### src/core/crc_pkg.sv
// Constants and types for the comparator and reference control block.
// Assumes a 32-bit Avalon-MM slave with byte addresses and word registers.
package crc_pkg;

    // ****************************************************************
    // Register indices, byte address is four times the index
    // ****************************************************************
    localparam logic [7:0] CRC_IDX_REF_A  = 8'h9B;
    localparam logic [7:0] CRC_IDX_REF_B  = 8'h9C;
    localparam logic [7:0] CRC_IDX_CMP    = 8'h9D;
    localparam logic [7:0] CRC_IDX_SLEEP  = 8'hA0;
    localparam logic [7:0] CRC_IDX_PIRQ   = 8'hA1;
    localparam logic [7:0] CRC_IDX_PIEN   = 8'hA2;
    localparam logic [7:0] CRC_IDX_IRQC   = 8'hA3;

    // ****************************************************************
    // Field positions
    // ****************************************************************
    localparam int CRC_CMP_INV_A   = 0;
    localparam int CRC_CMP_PIN_A   = 1;
    localparam int CRC_CMP_RES_A   = 2;
    localparam int CRC_CMP_INV_B   = 4;
    localparam int CRC_CMP_PIN_B   = 5;
    localparam int CRC_CMP_RES_B   = 6;
    localparam int CRC_SLP_TEMP    = 1;
    localparam int CRC_SLP_COMP    = 2;
    localparam int CRC_SLP_SHIFT   = 4;
    localparam int CRC_PIR_COMP    = 7;
    localparam int CRC_PIE_COMP    = 7;
    localparam int CRC_IRQC_GLOBAL = 7;
    localparam int CRC_IRQC_PERIPH = 6;
    localparam int CRC_REF_FINE_W  = 3;
    localparam int CRC_REF_COARSE_W = 5;

    // Writable bits of the comparator control word, result bits excluded
    localparam logic [7:0] CRC_CMP_WMASK  = 8'h33;
    localparam logic [7:0] CRC_RESET_BYTE = 8'h00;

    // ****************************************************************
    // Analog routing and ladder figures
    // ****************************************************************
    localparam logic [3:0] CRC_ADC_CH_TEMP  = 4'h7;
    localparam logic [3:0] CRC_ADC_CH_REF_A = 4'h8;
    localparam logic [3:0] CRC_ADC_CH_REF_B = 4'h9;
    localparam int CRC_LADDER_TAPS   = 32;
    localparam int CRC_STEP_MID_MV   = 5;
    localparam int CRC_STEP_OUTER_MV = 50;

    typedef enum logic [1:0] {CRC_RANGE_LOWER, CRC_RANGE_MIDDLE, CRC_RANGE_UPPER} crc_range_e;

    // Decoded reference setting handed to the analog ladder
    typedef struct packed {
        logic [4:0] tap;
        logic [3:0] fine_eighths;
        crc_range_e range;
        logic [5:0] step_mv;
    } crc_ref_s;

    // Avalon-MM slave request
    typedef struct packed {
        logic [9:0]  address;
        logic        read;
        logic        write;
        logic [31:0] writedata;
    } crc_avs_req_s;

    // Analog power and routing controls
    typedef struct packed {
        logic temp_sensor_on;
        logic comp_ref_on;
        logic level_shift_on;
        logic comp_b_pos_second;
        logic adc_temp_sel;
        logic adc_ref_a_sel;
        logic adc_ref_b_sel;
    } crc_analog_s;

    // Pin drive
    typedef struct packed {
        logic comp_a_pin_o;
        logic comp_a_pin_oe;
        logic comp_b_pin_o;
        logic comp_b_pin_oe;
        logic ref_a_pin_connect;
        logic ref_b_pin_connect;
    } crc_pins_s;

endpackage

### src/core/crc_comparator_reference_control.sv
// Comparator, programmable reference and temperature sensor control.
// Assumes analog comparator results and port logic are synchronous to clock.
//
// Our own choice: the Avalon-MM slave port.
`timescale 1ns/100ps

// Summary of operation
// - Temperature sensor powered while its disable clear
// - Temperature sensor routed to converter channel seven
// - Each comparator negative input from own reference
// - After reset both positives take first input
// - Comparator B pin enable selects second input
// - Result bits read-only at positions two, six
// - Flag sets when result XOR invert is one
// - Interrupt needs local, peripheral and global enables
// - Request is level sensitive, held while true
// - Pin enable drives comparator result, overriding direction
// - Pin enable also connects matching reference pin
// - Comparator disable bit powers down both comparators and references
// - Reference select: coarse 7:3, fine 2:0
// - Coarse code selects one of 32 taps
// - Coarse step 5 mV middle, 50 mV outer
// - Coarse code decodes in sign-magnitude order
// - Fine code n gives (n+1)/8 of step
// - References routed to converter channels 8, 9
// - Reference pins live while pin enable set
// - Level shifters on while shift disable clear
module crc_comparator_reference_control
    import crc_pkg::*;
(
    input  wire logic         clock,
    input  wire logic         rstn,
    input  wire crc_avs_req_s avs_req,
    output logic              avs_waitrequest,
    output logic [31:0]       avs_readdata,
    input  wire logic         comp_a_raw,
    input  wire logic         comp_b_raw,
    input  wire logic [3:0]   adc_channel,
    input  wire logic         port_comp_a_o,
    input  wire logic         port_comp_a_oe,
    input  wire logic         port_comp_b_o,
    input  wire logic         port_comp_b_oe,
    output crc_analog_s       analog_ctl,
    output crc_ref_s          ref_a_set,
    output crc_ref_s          ref_b_set,
    output crc_pins_s         pins,
    output logic              comp_irq_req
);

    // ****************************************************************
    // State
    // ****************************************************************
    typedef struct packed {
        logic [7:0]  ref_a;
        logic [7:0]  ref_b;
        logic [7:0]  cmp;
        logic [7:0]  sleep;
        logic        flag;
        logic        irq_en;
        logic [1:0]  irqc;
        logic        ack;
        logic [31:0] rdata;
    } crc_state_s;

    crc_state_s st_q;
    crc_state_s st_d;

    // Sign-magnitude coarse code to ladder tap, 0 is the bottom tap
    function automatic crc_ref_s decode_ref(input logic [7:0] sel);
        crc_ref_s   r;
        logic [4:0] c;
        c = sel[7:3];
        r.fine_eighths = {1'b0, sel[2:0]} + 4'h1;
        if (c[4]) begin
            r.tap = 5'h0F - {1'b0, c[3:0]};
        end else begin
            r.tap = 5'h10 + {1'b0, c[3:0]};
        end
        if (r.tap >= 5'h1A) begin
            r.range = CRC_RANGE_UPPER;
        end else if (r.tap >= 5'h06) begin
            r.range = CRC_RANGE_MIDDLE;
        end else begin
            r.range = CRC_RANGE_LOWER;
        end
        if (r.range == CRC_RANGE_MIDDLE) begin
            r.step_mv = 6'(CRC_STEP_MID_MV);
        end else begin
            r.step_mv = 6'(CRC_STEP_OUTER_MV);
        end
        return r;
    endfunction

    // ****************************************************************
    // Comparator results and interrupt condition
    // ****************************************************************
    logic comp_on;
    logic res_a;
    logic res_b;
    logic cond;
    logic [7:0] cmp_view;
    logic sel_hit;
    logic [7:0] idx;

    // Powered-down comparators read as low so stale analog levels cannot fire
    assign comp_on = ~st_q.sleep[CRC_SLP_COMP];
    assign res_a = comp_on & comp_a_raw;
    assign res_b = comp_on & comp_b_raw;
    assign cond = (res_a ^ st_q.cmp[CRC_CMP_INV_A])
                | (res_b ^ st_q.cmp[CRC_CMP_INV_B]);

    always_comb begin
        cmp_view = st_q.cmp & CRC_CMP_WMASK;
        cmp_view[CRC_CMP_RES_A] = res_a;
        cmp_view[CRC_CMP_RES_B] = res_b;
    end

    assign idx = avs_req.address[9:2];
    assign sel_hit = (avs_req.read | avs_req.write) & ~st_q.ack;

    // ****************************************************************
    // Next state
    // ****************************************************************
    always_comb begin
        st_d = st_q;
        st_d.ack = sel_hit;
        st_d.rdata = 32'h0;
        // Writes land on the answer edge, where waitrequest is low
        if (avs_req.write && st_q.ack) begin
            unique case (idx)
                CRC_IDX_REF_A: st_d.ref_a = avs_req.writedata[7:0];
                CRC_IDX_REF_B: st_d.ref_b = avs_req.writedata[7:0];
                CRC_IDX_CMP:   st_d.cmp = avs_req.writedata[7:0] & CRC_CMP_WMASK;
                CRC_IDX_SLEEP: st_d.sleep = avs_req.writedata[7:0];
                CRC_IDX_PIRQ:  st_d.flag = avs_req.writedata[CRC_PIR_COMP];
                CRC_IDX_PIEN:  st_d.irq_en = avs_req.writedata[CRC_PIE_COMP];
                CRC_IDX_IRQC:  st_d.irqc = avs_req.writedata[7:6];
                default: ;
            endcase
        end
        if (sel_hit && avs_req.read) begin
            unique case (idx)
                CRC_IDX_REF_A: st_d.rdata = {24'h0, st_q.ref_a};
                CRC_IDX_REF_B: st_d.rdata = {24'h0, st_q.ref_b};
                CRC_IDX_CMP:   st_d.rdata = {24'h0, cmp_view};
                CRC_IDX_SLEEP: st_d.rdata = {24'h0, st_q.sleep};
                CRC_IDX_PIRQ:  st_d.rdata = {24'h0, st_q.flag, 7'h0};
                CRC_IDX_PIEN:  st_d.rdata = {24'h0, st_q.irq_en, 7'h0};
                CRC_IDX_IRQC:  st_d.rdata = {24'h0, st_q.irqc, 6'h0};
                default:       st_d.rdata = 32'h0;
            endcase
        end
        // Set beats a same-cycle software clear
        if (cond) begin
            st_d.flag = 1'b1;
        end
    end

    always_ff @(posedge clock) begin
        if (!rstn) begin
            st_q <= '0;
        end else begin
            st_q <= st_d;
        end
    end

    // ****************************************************************
    // Outputs
    // ****************************************************************
    // One wait state on every access keeps read data registered
    assign avs_waitrequest = (avs_req.read | avs_req.write) & ~st_q.ack;
    assign avs_readdata = st_q.rdata;

    // Level request; drops when software clears the flag while the condition is false, or clears an enable
    assign comp_irq_req = st_q.flag & st_q.irq_en
                        & st_q.irqc[1] & st_q.irqc[0];

    always_comb begin
        analog_ctl.temp_sensor_on = ~st_q.sleep[CRC_SLP_TEMP];
        analog_ctl.comp_ref_on = comp_on;
        analog_ctl.level_shift_on = ~st_q.sleep[CRC_SLP_SHIFT];
        // Comparator A always takes the first shifted input
        analog_ctl.comp_b_pos_second = st_q.cmp[CRC_CMP_PIN_B];
        analog_ctl.adc_temp_sel = (adc_channel == CRC_ADC_CH_TEMP);
        analog_ctl.adc_ref_a_sel = (adc_channel == CRC_ADC_CH_REF_A);
        analog_ctl.adc_ref_b_sel = (adc_channel == CRC_ADC_CH_REF_B);
    end

    // Each ladder code feeds only its own comparator's negative input
    assign ref_a_set = decode_ref(st_q.ref_a);
    assign ref_b_set = decode_ref(st_q.ref_b);

    always_comb begin
        if (st_q.cmp[CRC_CMP_PIN_A]) begin
            pins.comp_a_pin_o = res_a;
            pins.comp_a_pin_oe = 1'b1;
        end else begin
            pins.comp_a_pin_o = port_comp_a_o;
            pins.comp_a_pin_oe = port_comp_a_oe;
        end
        if (st_q.cmp[CRC_CMP_PIN_B]) begin
            pins.comp_b_pin_o = res_b;
            pins.comp_b_pin_oe = 1'b1;
        end else begin
            pins.comp_b_pin_o = port_comp_b_o;
            pins.comp_b_pin_oe = port_comp_b_oe;
        end
        pins.ref_a_pin_connect = st_q.cmp[CRC_CMP_PIN_A];
        pins.ref_b_pin_connect = st_q.cmp[CRC_CMP_PIN_B];
    end
endmodule

### config.mk
export PLATFORM = sky130hd
export DESIGN_NAME = crc_comparator_reference_control
export DESIGN_NICKNAME = d
export VERILOG_FILES = /design/src/core/crc_pkg.sv /design/src/core/crc_comparator_reference_control.sv
export SDC_FILE = /design/constraint.sdc
export NUM_CORES = 1
export LEC_CHECK = 0
export BUFFER_PORTS_ARGS = -buffer_cell sky130_fd_sc_hd__buf_2
export CORE_UTILIZATION = 30
export DETAILED_ROUTE_END_ITERATION = 8
export GPL_TIMING_DRIVEN = 0
export PLACE_DENSITY = 0.54
export SYNTH_ARGS = -nofsm -noshare
export SYNTH_HDL_FRONTEND = slang
export SYNTH_SLANG_ARGS = --single-unit
export TNS_END_PERCENT = 10
### constraint.sdc
create_clock -name clock -period 1.9 [get_ports clock]
set_input_delay 0.095 -clock clock [delete_from_list [all_inputs] [get_ports clock]]
set_output_delay 0.095 -clock clock [all_outputs]
set_load 0.05 [all_outputs]
== Word-level counts from Yosys, hierarchy flattened ==
Index checks and enable logic that the tools add are counted.

* $add $sub $neg: 6
* Magnitude comparators: 4
* Equal/unequal tests: 12
* Muxes and demuxes: 16
* Bitwise operators: 14
* Reduce and logical (&&, ||, !) cells: 12

{| class="wikitable"
|+ Operators with widths
! kind !! count
|-
| equality test 8 bit (second input constant) || 7
|-
| case mux 8 bit (7 select lines) || 1
|-
| AND reduction 2 bit || 8
|-
| two-way mux 6 bit || 2
|-
| adder 5 x 4 -> 5 bit (first input constant) || 2
|-
| greater-or-equal comparator 5 x 3 -> 1 bit (second input constant) || 2
|-
| greater-or-equal comparator 5 bit (second input constant) || 2
|-
| two-way mux 2 bit || 5
|-
| two-way mux 5 bit || 2
|-
| subtractor 4 x 4 -> 5 bit (first input constant) || 2
|-
| adder 3 x 1 -> 4 bit (second input constant) || 2
|-
| equality test 4 bit (second input constant) || 2
|-
| bitwise AND 1 bit || 6
|-
| two-way mux 1 bit || 5
|-
| equality test 2 x 1 -> 1 bit (second input constant) || 2
|-
| equality test 4 x 3 -> 1 bit (second input constant) || 1
|-
| two-way mux 4 bit || 1
|-
| inverter 1 bit || 4
|-
| nonzero test 2 bit || 2
|-
| logical AND 1 bit || 2
|-
| OR 1 bit || 2
|-
| bitwise XOR 1 bit || 2
|}

* Bits in registers: 65

== Logic depth before layout (Yosys ltp) ==
Gate-level depths: netlist of the first run.

* Depth in word-level cells: 7
* Gate-level depth with buffers: 8
* Mapped depth without buffers: 6

== Worst setup path after synthesis of the first run ==
Ideal clock, no wire load.

* Kind: reg2out
* Start point: register st_q[60] (netlist name)
* End point: output port ref_b_set[2] (netlist name)
* Arrival: 3.220 ns
* Required time: 1.805 ns
* Setup slack: -1.415 ns
* Stages on the path, launching flop included: 9
* Cells stage by stage: dfxtp_1 > clkbuf_1 > inv_1 > ha_1 > nor3_1 > o32ai_1 > a21oi_1 > a21oi_1 > buf_4

{| class="wikitable"
|+ RTL lines
! what !! RTL line !! source
|-
| start, declared || crc_comparator_reference_control.sv:65 || <nowiki>crc_state_s st_q;</nowiki>
|-
| start signal, assigned || crc_comparator_reference_control.sv:163 || <nowiki>st_q <= st_d;</nowiki>
|-
| end, declared || crc_comparator_reference_control.sv:45 || <nowiki>output crc_ref_s ref_b_set,</nowiki>
|}

==> results.cfg, run 1 <==
[power_and_ir_drop]
power.switching_w = 0.0005380
p_int_w = 0.001387
p_leak_nw = 1.672
seqPwrFrac_pct = 44.9
netSwitchingFraction_pct = 27.95
p_clk_share_pct = 38.0
combPwrFrac_pct = 17.1
pwr_density_cell_mw_per_mm2 = 506.2
ir_drop_v = 0.0002491

[critical_path]
critPathMaxFanout = 5
crit_required_ns = 1.80
r2r_start = st_q[32]
worst_r2r_endpoint = analog_ctl[3]
r2r_cells = 4
crit_path_end_kind = output pin
crit_path_start_kind = flip-flop
cp.arrival_ns = 1.84
crit_type = reg -> out
r2r_setup_slack_ns = 0.15
critPathLaunch = st_q[68]

[clock_tree]
cts.sinks = 41
cts_tree = yes
cts_inserted_buffers = 5
cts_max_level = 2
cts_buffer_depth = 2
cts.hold.buffers_added = 0
clk_latency_ns = 0.29
clkSlewWorstSetupHoldPaths_ns = 0.08
cts_root_buf = clkbuf_8

[route]
drtAntennaViolNets = 0
dr.max_layer_used = met4
wl_met2_mm = 3.276
drt-initial-drc-count = 94
wl_per_cell_um = 12.96
wl_met1_mm = 3.271
dr.pass1.iters = 4
drc = 0
dr_total_vias = 2360
drt_wl_total_mm = 6.867
viasPerCell = 4.453
wl_met3_um = 270

[hold_path]
hold_path_startpoint = avs_req[3]
hp-class = in -> reg
min_to = st_q[56]
hold_depth = 3

[sta]
finalHoldViolations = 0
rsz0062_at_grt = true
finalMaxSlewViolations = 0
finalSetupViolations = 2
fin_skew_ns = 0.008630
fin_ws_ns = -0.03336
worst_slew_pin_slew_ns = 0.7525
slew_headroom_pct = 49.46
period_share_pct = 101.8
max_freq_mhz = 517.2
whs_ns = 0.08184
min_period_ns = 1.933

[place]
dp.cells = 516
port_buffers = 83
gp_congestion = 0.7956
post-dp-hpwl_mm = 5.363
dp_slack_ns = -0.08981

[global_route]
overflow = 0
grt_max_degree = 14
grt_pass1_vias = 2108
track_usage_pct = 15.58
grt_pass1_wl_mm = 10.83
antenna_found_initial = 0

[yosys]
synthTopCellsByCount = 46 x buf_4, 41 x dfxtp_1, 27 x nor2b_1
netlist_area_mm2 = 0.002633
synth_most_common_cell = buf_4
synthCells = 303
yosysSeqAreaShare_pct = 31.18
yosysTopAreaCell = dfxtp_1
synth_top_flop_cell = dfxtp_1
avgSynthCellArea_um2 = 8.688
yosys_warnings = 0
synthArstFlopShare_pct = 0
synth.distinct_cells = 44
synthTopCellsByArea = dfxtp_1 31%, buf_4 13%, mux2i_1 9.1%
synth_edf_count = 0
synth_top_area_share_pct = 31.18
ys_ff_latch = 41

[cells_and_area]
antennaDiodeCount = 0
fillers = 858
fin_cells = 530
multi_input_area_mm2 = 0.001672
seq_area_um2 = 829.5
areaGrowthSynthToFinish_pct = 44.44
nets = 488
layout-drive-gt1-share_pct = 42.82

[status]
failed_checks = negative setup slack
outcome = finished with violations

[die]
die_area_mm2 = 0.009154
core_mm2 = 0.008341
die_h_um = 95.68
ioPinCount = 137
start_util_pct = 31.56
die_x_um = 95.68
rows = 33

[run]
max_cap_violations = 0
==> worst max path at each step <==
| stage | to | slack [ns] | depth (start not counted) |
|---|---|---|---|
| finish | ref_a_set[5] | -0.03 | 7 |
| global route | ref_a_set[4] | -0.09 | 7 |
| CTS | ref_a_set[4] | -0.04 | 7 |
| detailed placement | avs_readdata[2] | -0.09 | 6 |
| global placement | avs_readdata[1] | -0.09 | 6 |
| floorplan | ref_a_set[4] | -0.1 | 8 |
==> flip-flops by register name, summed over array words and instances, names as in the netlist <==
name          flops
avs_readdata      8
pins              1
analog_ctl        1
st_q             29
cmp_view          2
==> worst max-delay path: stages, from the launching register on <==
cell and delay [ns]:
dfxtp_2 0.34, clkbuf_16 0.15, buf_4 0.17, o32ai_2 0.33, a21oi_4 0.08, a21o_4 0.21, buf_8 0.12, buf_8 0.14
==> timing repair <==
| action | in CTS | in global routing |
|---|---|---|
| gates resized for setup | 24 | 8 |
| cloned | 0 | 0 |
| buffers inserted | 6 | 1 |
| setup endpoints to repair | 14 | 16 |
| pin swaps | 4 | 2 |
==> cell type report <==
cell class | instances | area share [%]
Multi-Input combinational cell | 216 | 43.96
Tap cell | 105 | 3.455
Buffer | 60 | 11.88
Clock buffer | 6 | 2.172
Inverter | 10 | 1.514
Sequential cell | 41 | 21.82
Clock inverter | 2 | 0.9872
Timing Repair Buffer | 90 | 14.22
==> placed cells by master, fill, tap and decap left out, types with 5 or more instances in the layout <==
cell type | netlist | layout
a21oi_1 | 9 | 5
a22o_1 | 8 | 8
a22oi_1 | 7 | 7
buf_2 | 2 | 74
buf_4 | 46 | 52
buf_8 | 0 | 8
clkbuf_1 | 12 | 10
clkbuf_8 | 0 | 6
conb_1 | 1 | 26
dfxtp_1 | 41 | 36
ha_1 | 8 | 6
inv_1 | 10 | 8
mux2i_1 | 24 | 24
nand2_1 | 16 | 16
nand3_1 | 16 | 15
nor2_1 | 9 | 9
nor2b_1 | 27 | 27
o21ai_0 | 11 | 11
==> layer usage <==
layer	global-route usage (%)	vias to the layer above
li1	-	1213
met1	22.14	1070
met2	24.94	72
met3	1.914	5
met4	3.731	0
met5	0	-
==> power groups by stage <==
stage,sequential [W],combinational (W),clock [W]
3_5_place_dp,0.000885,0.000327,0
3_3_place_gp,0.000885,0.000325,0
6_report,0.000863,0.000329,0.000732
5_1_grt,0.000864,0.000352,0.000790
4_1_cts,0.000865,0.000328,0.000747
2_1_floorplan,0.000884,0.000253,0
==> through the flow <==
step                utilization [%]  instance area (µm²)  total power (W)  setup TNS (ns)
detailed placement            42.60                 3553         0.001212         -0.6369
CTS                           45.50                 3795         0.001939         -0.1396
global placement              42.60                 3553         0.001210         -0.4572
global route                  45.59                 3802         0.002006         -0.4038
finish                        45.59                 3802         0.001925        -0.06448
floorplan                         -                 3007         0.001137         -0.6083
==> logic make-up (layout without fill, tap and decap cells) <==
| kind of cell | count (synthesis) | after routing | share of synthesized area (%) |
|---|---|---|---|
| and+or+nand+nor | 102 | 102 | 23.19 |
| adders and majority gates | 8 | 8 | 3.802 |
| DFF | 41 | 41 | 31.18 |
| AOI/OAI and AO/OA | 44 | 44 | 11.07 |
| muxes | 27 | 27 | 10.84 |
| buffers and inverters | 71 | 168 | 16.78 |
| other | 1 | 26 | 0.1424 |
| xor gates and xnor gates | 9 | 9 | 2.994 |
No activity file was read; power rests on OpenSTA's default activity.
==> run 2: changes to the inputs <==
--- a/config.mk
+++ b/config.mk
@@ -6,10 +6,10 @@
 export NUM_CORES = 1
 export LEC_CHECK = 0
 export BUFFER_PORTS_ARGS = -buffer_cell sky130_fd_sc_hd__buf_2
-export CORE_UTILIZATION = 30
+export CORE_UTILIZATION = 46
 export DETAILED_ROUTE_END_ITERATION = 8
 export GPL_TIMING_DRIVEN = 0
-export PLACE_DENSITY = 0.54
+export PLACE_DENSITY = 0.81
 export SYNTH_ARGS = -nofsm -noshare
 export SYNTH_HDL_FRONTEND = slang
 export SYNTH_SLANG_ARGS = --single-unit
==> results.cfg, run 2 (synthesis results as in run 1) <==
[global_route]
antenna_found_initial = 0
grt_pass1_vias = 2246
track_usage_pct = 22.20
grt_max_degree = 14
grt_pass1_wl_mm = 10.61
overflow = 0

[cells_and_area]
nets = 488
largest_reg_flops = 29
areaGrowthSynthToFinish_pct = 43.39
final_common_cell = buf_2
fin_cells = 497
antennaDiodeCount = 0
largest-register = st_q
fillers = 451
final_cell_mix = 73 x buf_2, 50 x buf_4, 37 x dfxtp_1
layout-drive-gt1-share_pct = 42.59
postLayoutCellArea_mm2 = 0.003775

[clock_tree]
clkSlewWorstSetupHoldPaths_ns = 0.08
clk_latency_ns = 0.30
cts_root_buf = clkbuf_8
cts_buffer_depth = 2
cts_max_level = 2
cts_inserted_buffers = 5
cts.sinks = 41
cts_tree = yes

[sta]
finalSetupViolations = 4
fin_ws_ns = -0.02044
rsz0062_at_grt = true
tns_ns = -0.06004
max_freq_mhz = 520.7
worst_slew_pin_slew_ns = 0.8310
fin_skew_ns = 0.004576
slew_headroom_pct = 44.18
min_period_ns = 1.920
finalHoldViolations = 0
finalMaxSlewViolations = 0
period_share_pct = 101.1

[place]
dp.cells = 483
post-dp-hpwl_mm = 5.019
port_buffers = 83
dp_slack_ns = -0.06702
gp_congestion = 0.8925
placed_cell_area_mm2 = 0.003512

[route]
wl_per_cell_um = 13.35
drt_wl_total_mm = 6.636
dr.pass1.iters = 4
drc = 0
viasPerCell = 4.930
drt-initial-drc-count = 185
drtAntennaViolNets = 0
dr_total_vias = 2450

[die]
core_mm2 = 0.005507
die_x_um = 77.65
start_util_pct = 47.81
die_h_um = 77.65
ioPinCount = 137
rows = 27
die_area_mm2 = 0.006030

[critical_path]
cp.arrival_ns = 1.83
crit_required_ns = 1.80
crit_path_end_kind = output pin
cp_top_family = compound AO/OA/AOI/OAI gates
path_cells = clkbuf_16 -> inv_12 -> ha_4 -> nor3_2 -> o32ai_2 -> a21oi_4 -> a21o_4 -> buf_8 -> buf_8
crit_type = reg -> out
crit_path_frequent_cell = buf_8
critPathMaxFanout = 3
path_buf_inv = 4
max_stage_delay_ns = 0.35
crit_path_start_kind = flip-flop
slowest_stage = dfxtp_2

[power_and_ir_drop]
seqPwrFrac_pct = 44.7
p_leak_nw = 1.684
pwr_density_cell_mw_per_mm2 = 512.0
ir_drop_v = 0.0003897
combPwrFrac_pct = 17.0
power.switching_w = 0.0005448
netSwitchingFraction_pct = 28.19
p_int_w = 0.001388
p_clk_share_pct = 38.3

[status]
outcome = finished with violations
failed_checks = negative setup slack

[run]
max_cap_violations = 0

[hold_path]
hp-class = in -> reg
-- run 2: cell count changes in the layout (fill, tap and decap cells not counted), sizes merged --
cell	previous run	this run
clkbuf	17	19
buf	139	137
-- run 2: power by group through the flow --
stage                     Sequential [W]  Clock, W  Combinational (W)
after floorplan                 0.000884         0           0.000253
after CTS                       0.000864  0.000743           0.000324
after detailed placement        0.000885         0           0.000323
after global placement          0.000885         0           0.000321
after global routing            0.000865  0.000773           0.000346
final                           0.000865  0.000740           0.000329
-- run 2: area by class of cell --
class                           instances  area (µm²)  share of cell area, %
Clock buffer                            6       82.58                  2.188
Multi-Input combinational cell        216        1665                  44.12
Buffer                                 61       476.7                  12.63
Clock inverter                          2       37.54                 0.9944
Inverter                               10       57.56                  1.525
Tap cell                               72       90.09                  2.386
Sequential cell                        41       825.8                  21.88
Timing Repair Buffer                   89       539.3                  14.29
-- run 2: repair_timing --
action,4_1_cts,5_1_grt
hold buffers,0,0
endpoints found under the setup margin,14,20
hold endpoints to repair,0,0
resized for setup,24,7
buffers inserted,6,0
pin swaps,4,1
-- run 2: worst reg2reg max path, stage by stage (launching register included) --
cell and delay [ns]:
dfxtp_1 0.38, nand2_1 0.20, nor4_4 0.75, mux2i_1 0.28
nor2b_1 0.06
-- run 2: metrics by stage --
stage | total power (W) | hold WS, ns | utilization (%)
floorplan | 0.001137 | 0.2274 | -
finish | 0.001933 | 0.07818 | 68.55
global placement | 0.001206 | 0.3870 | 63.78
global route | 0.001984 | 0.08760 | 68.55
CTS | 0.001931 | 0.07977 | 68.19
detailed placement | 0.001208 | 0.3940 | 63.78
-- run 2: per-layer routing --
layer | routed length, µm | share of wire (%) | vias to the layer above | track usage, %
met4 | 61 | 0.92 | 0 | 7.358
met2 | 3282 | 49 | 119 | 38.50
met1 | 2852 | 43 | 1109 | 28.29
li1 | - | - | 1217 | -
met3 | 438 | 6.6 | 5 | 2.824
met5 | 0 | 0 | - | 0
-- run 2: final timing paths --
| check | slack (ns) | end | startpoint | depth (start not counted) |
|---|---|---|---|---|
| min reg2reg | 0.52 | st_q[54] | st_q[54] | 2 |
| max reg2reg | 0.13 | st_q[44] | st_q[32] | 4 |
| max | -0.02 | ref_a_set[4] | st_q[68] | 9 |
| min | 0.08 | st_q[56] | avs_req[3] | 3 |
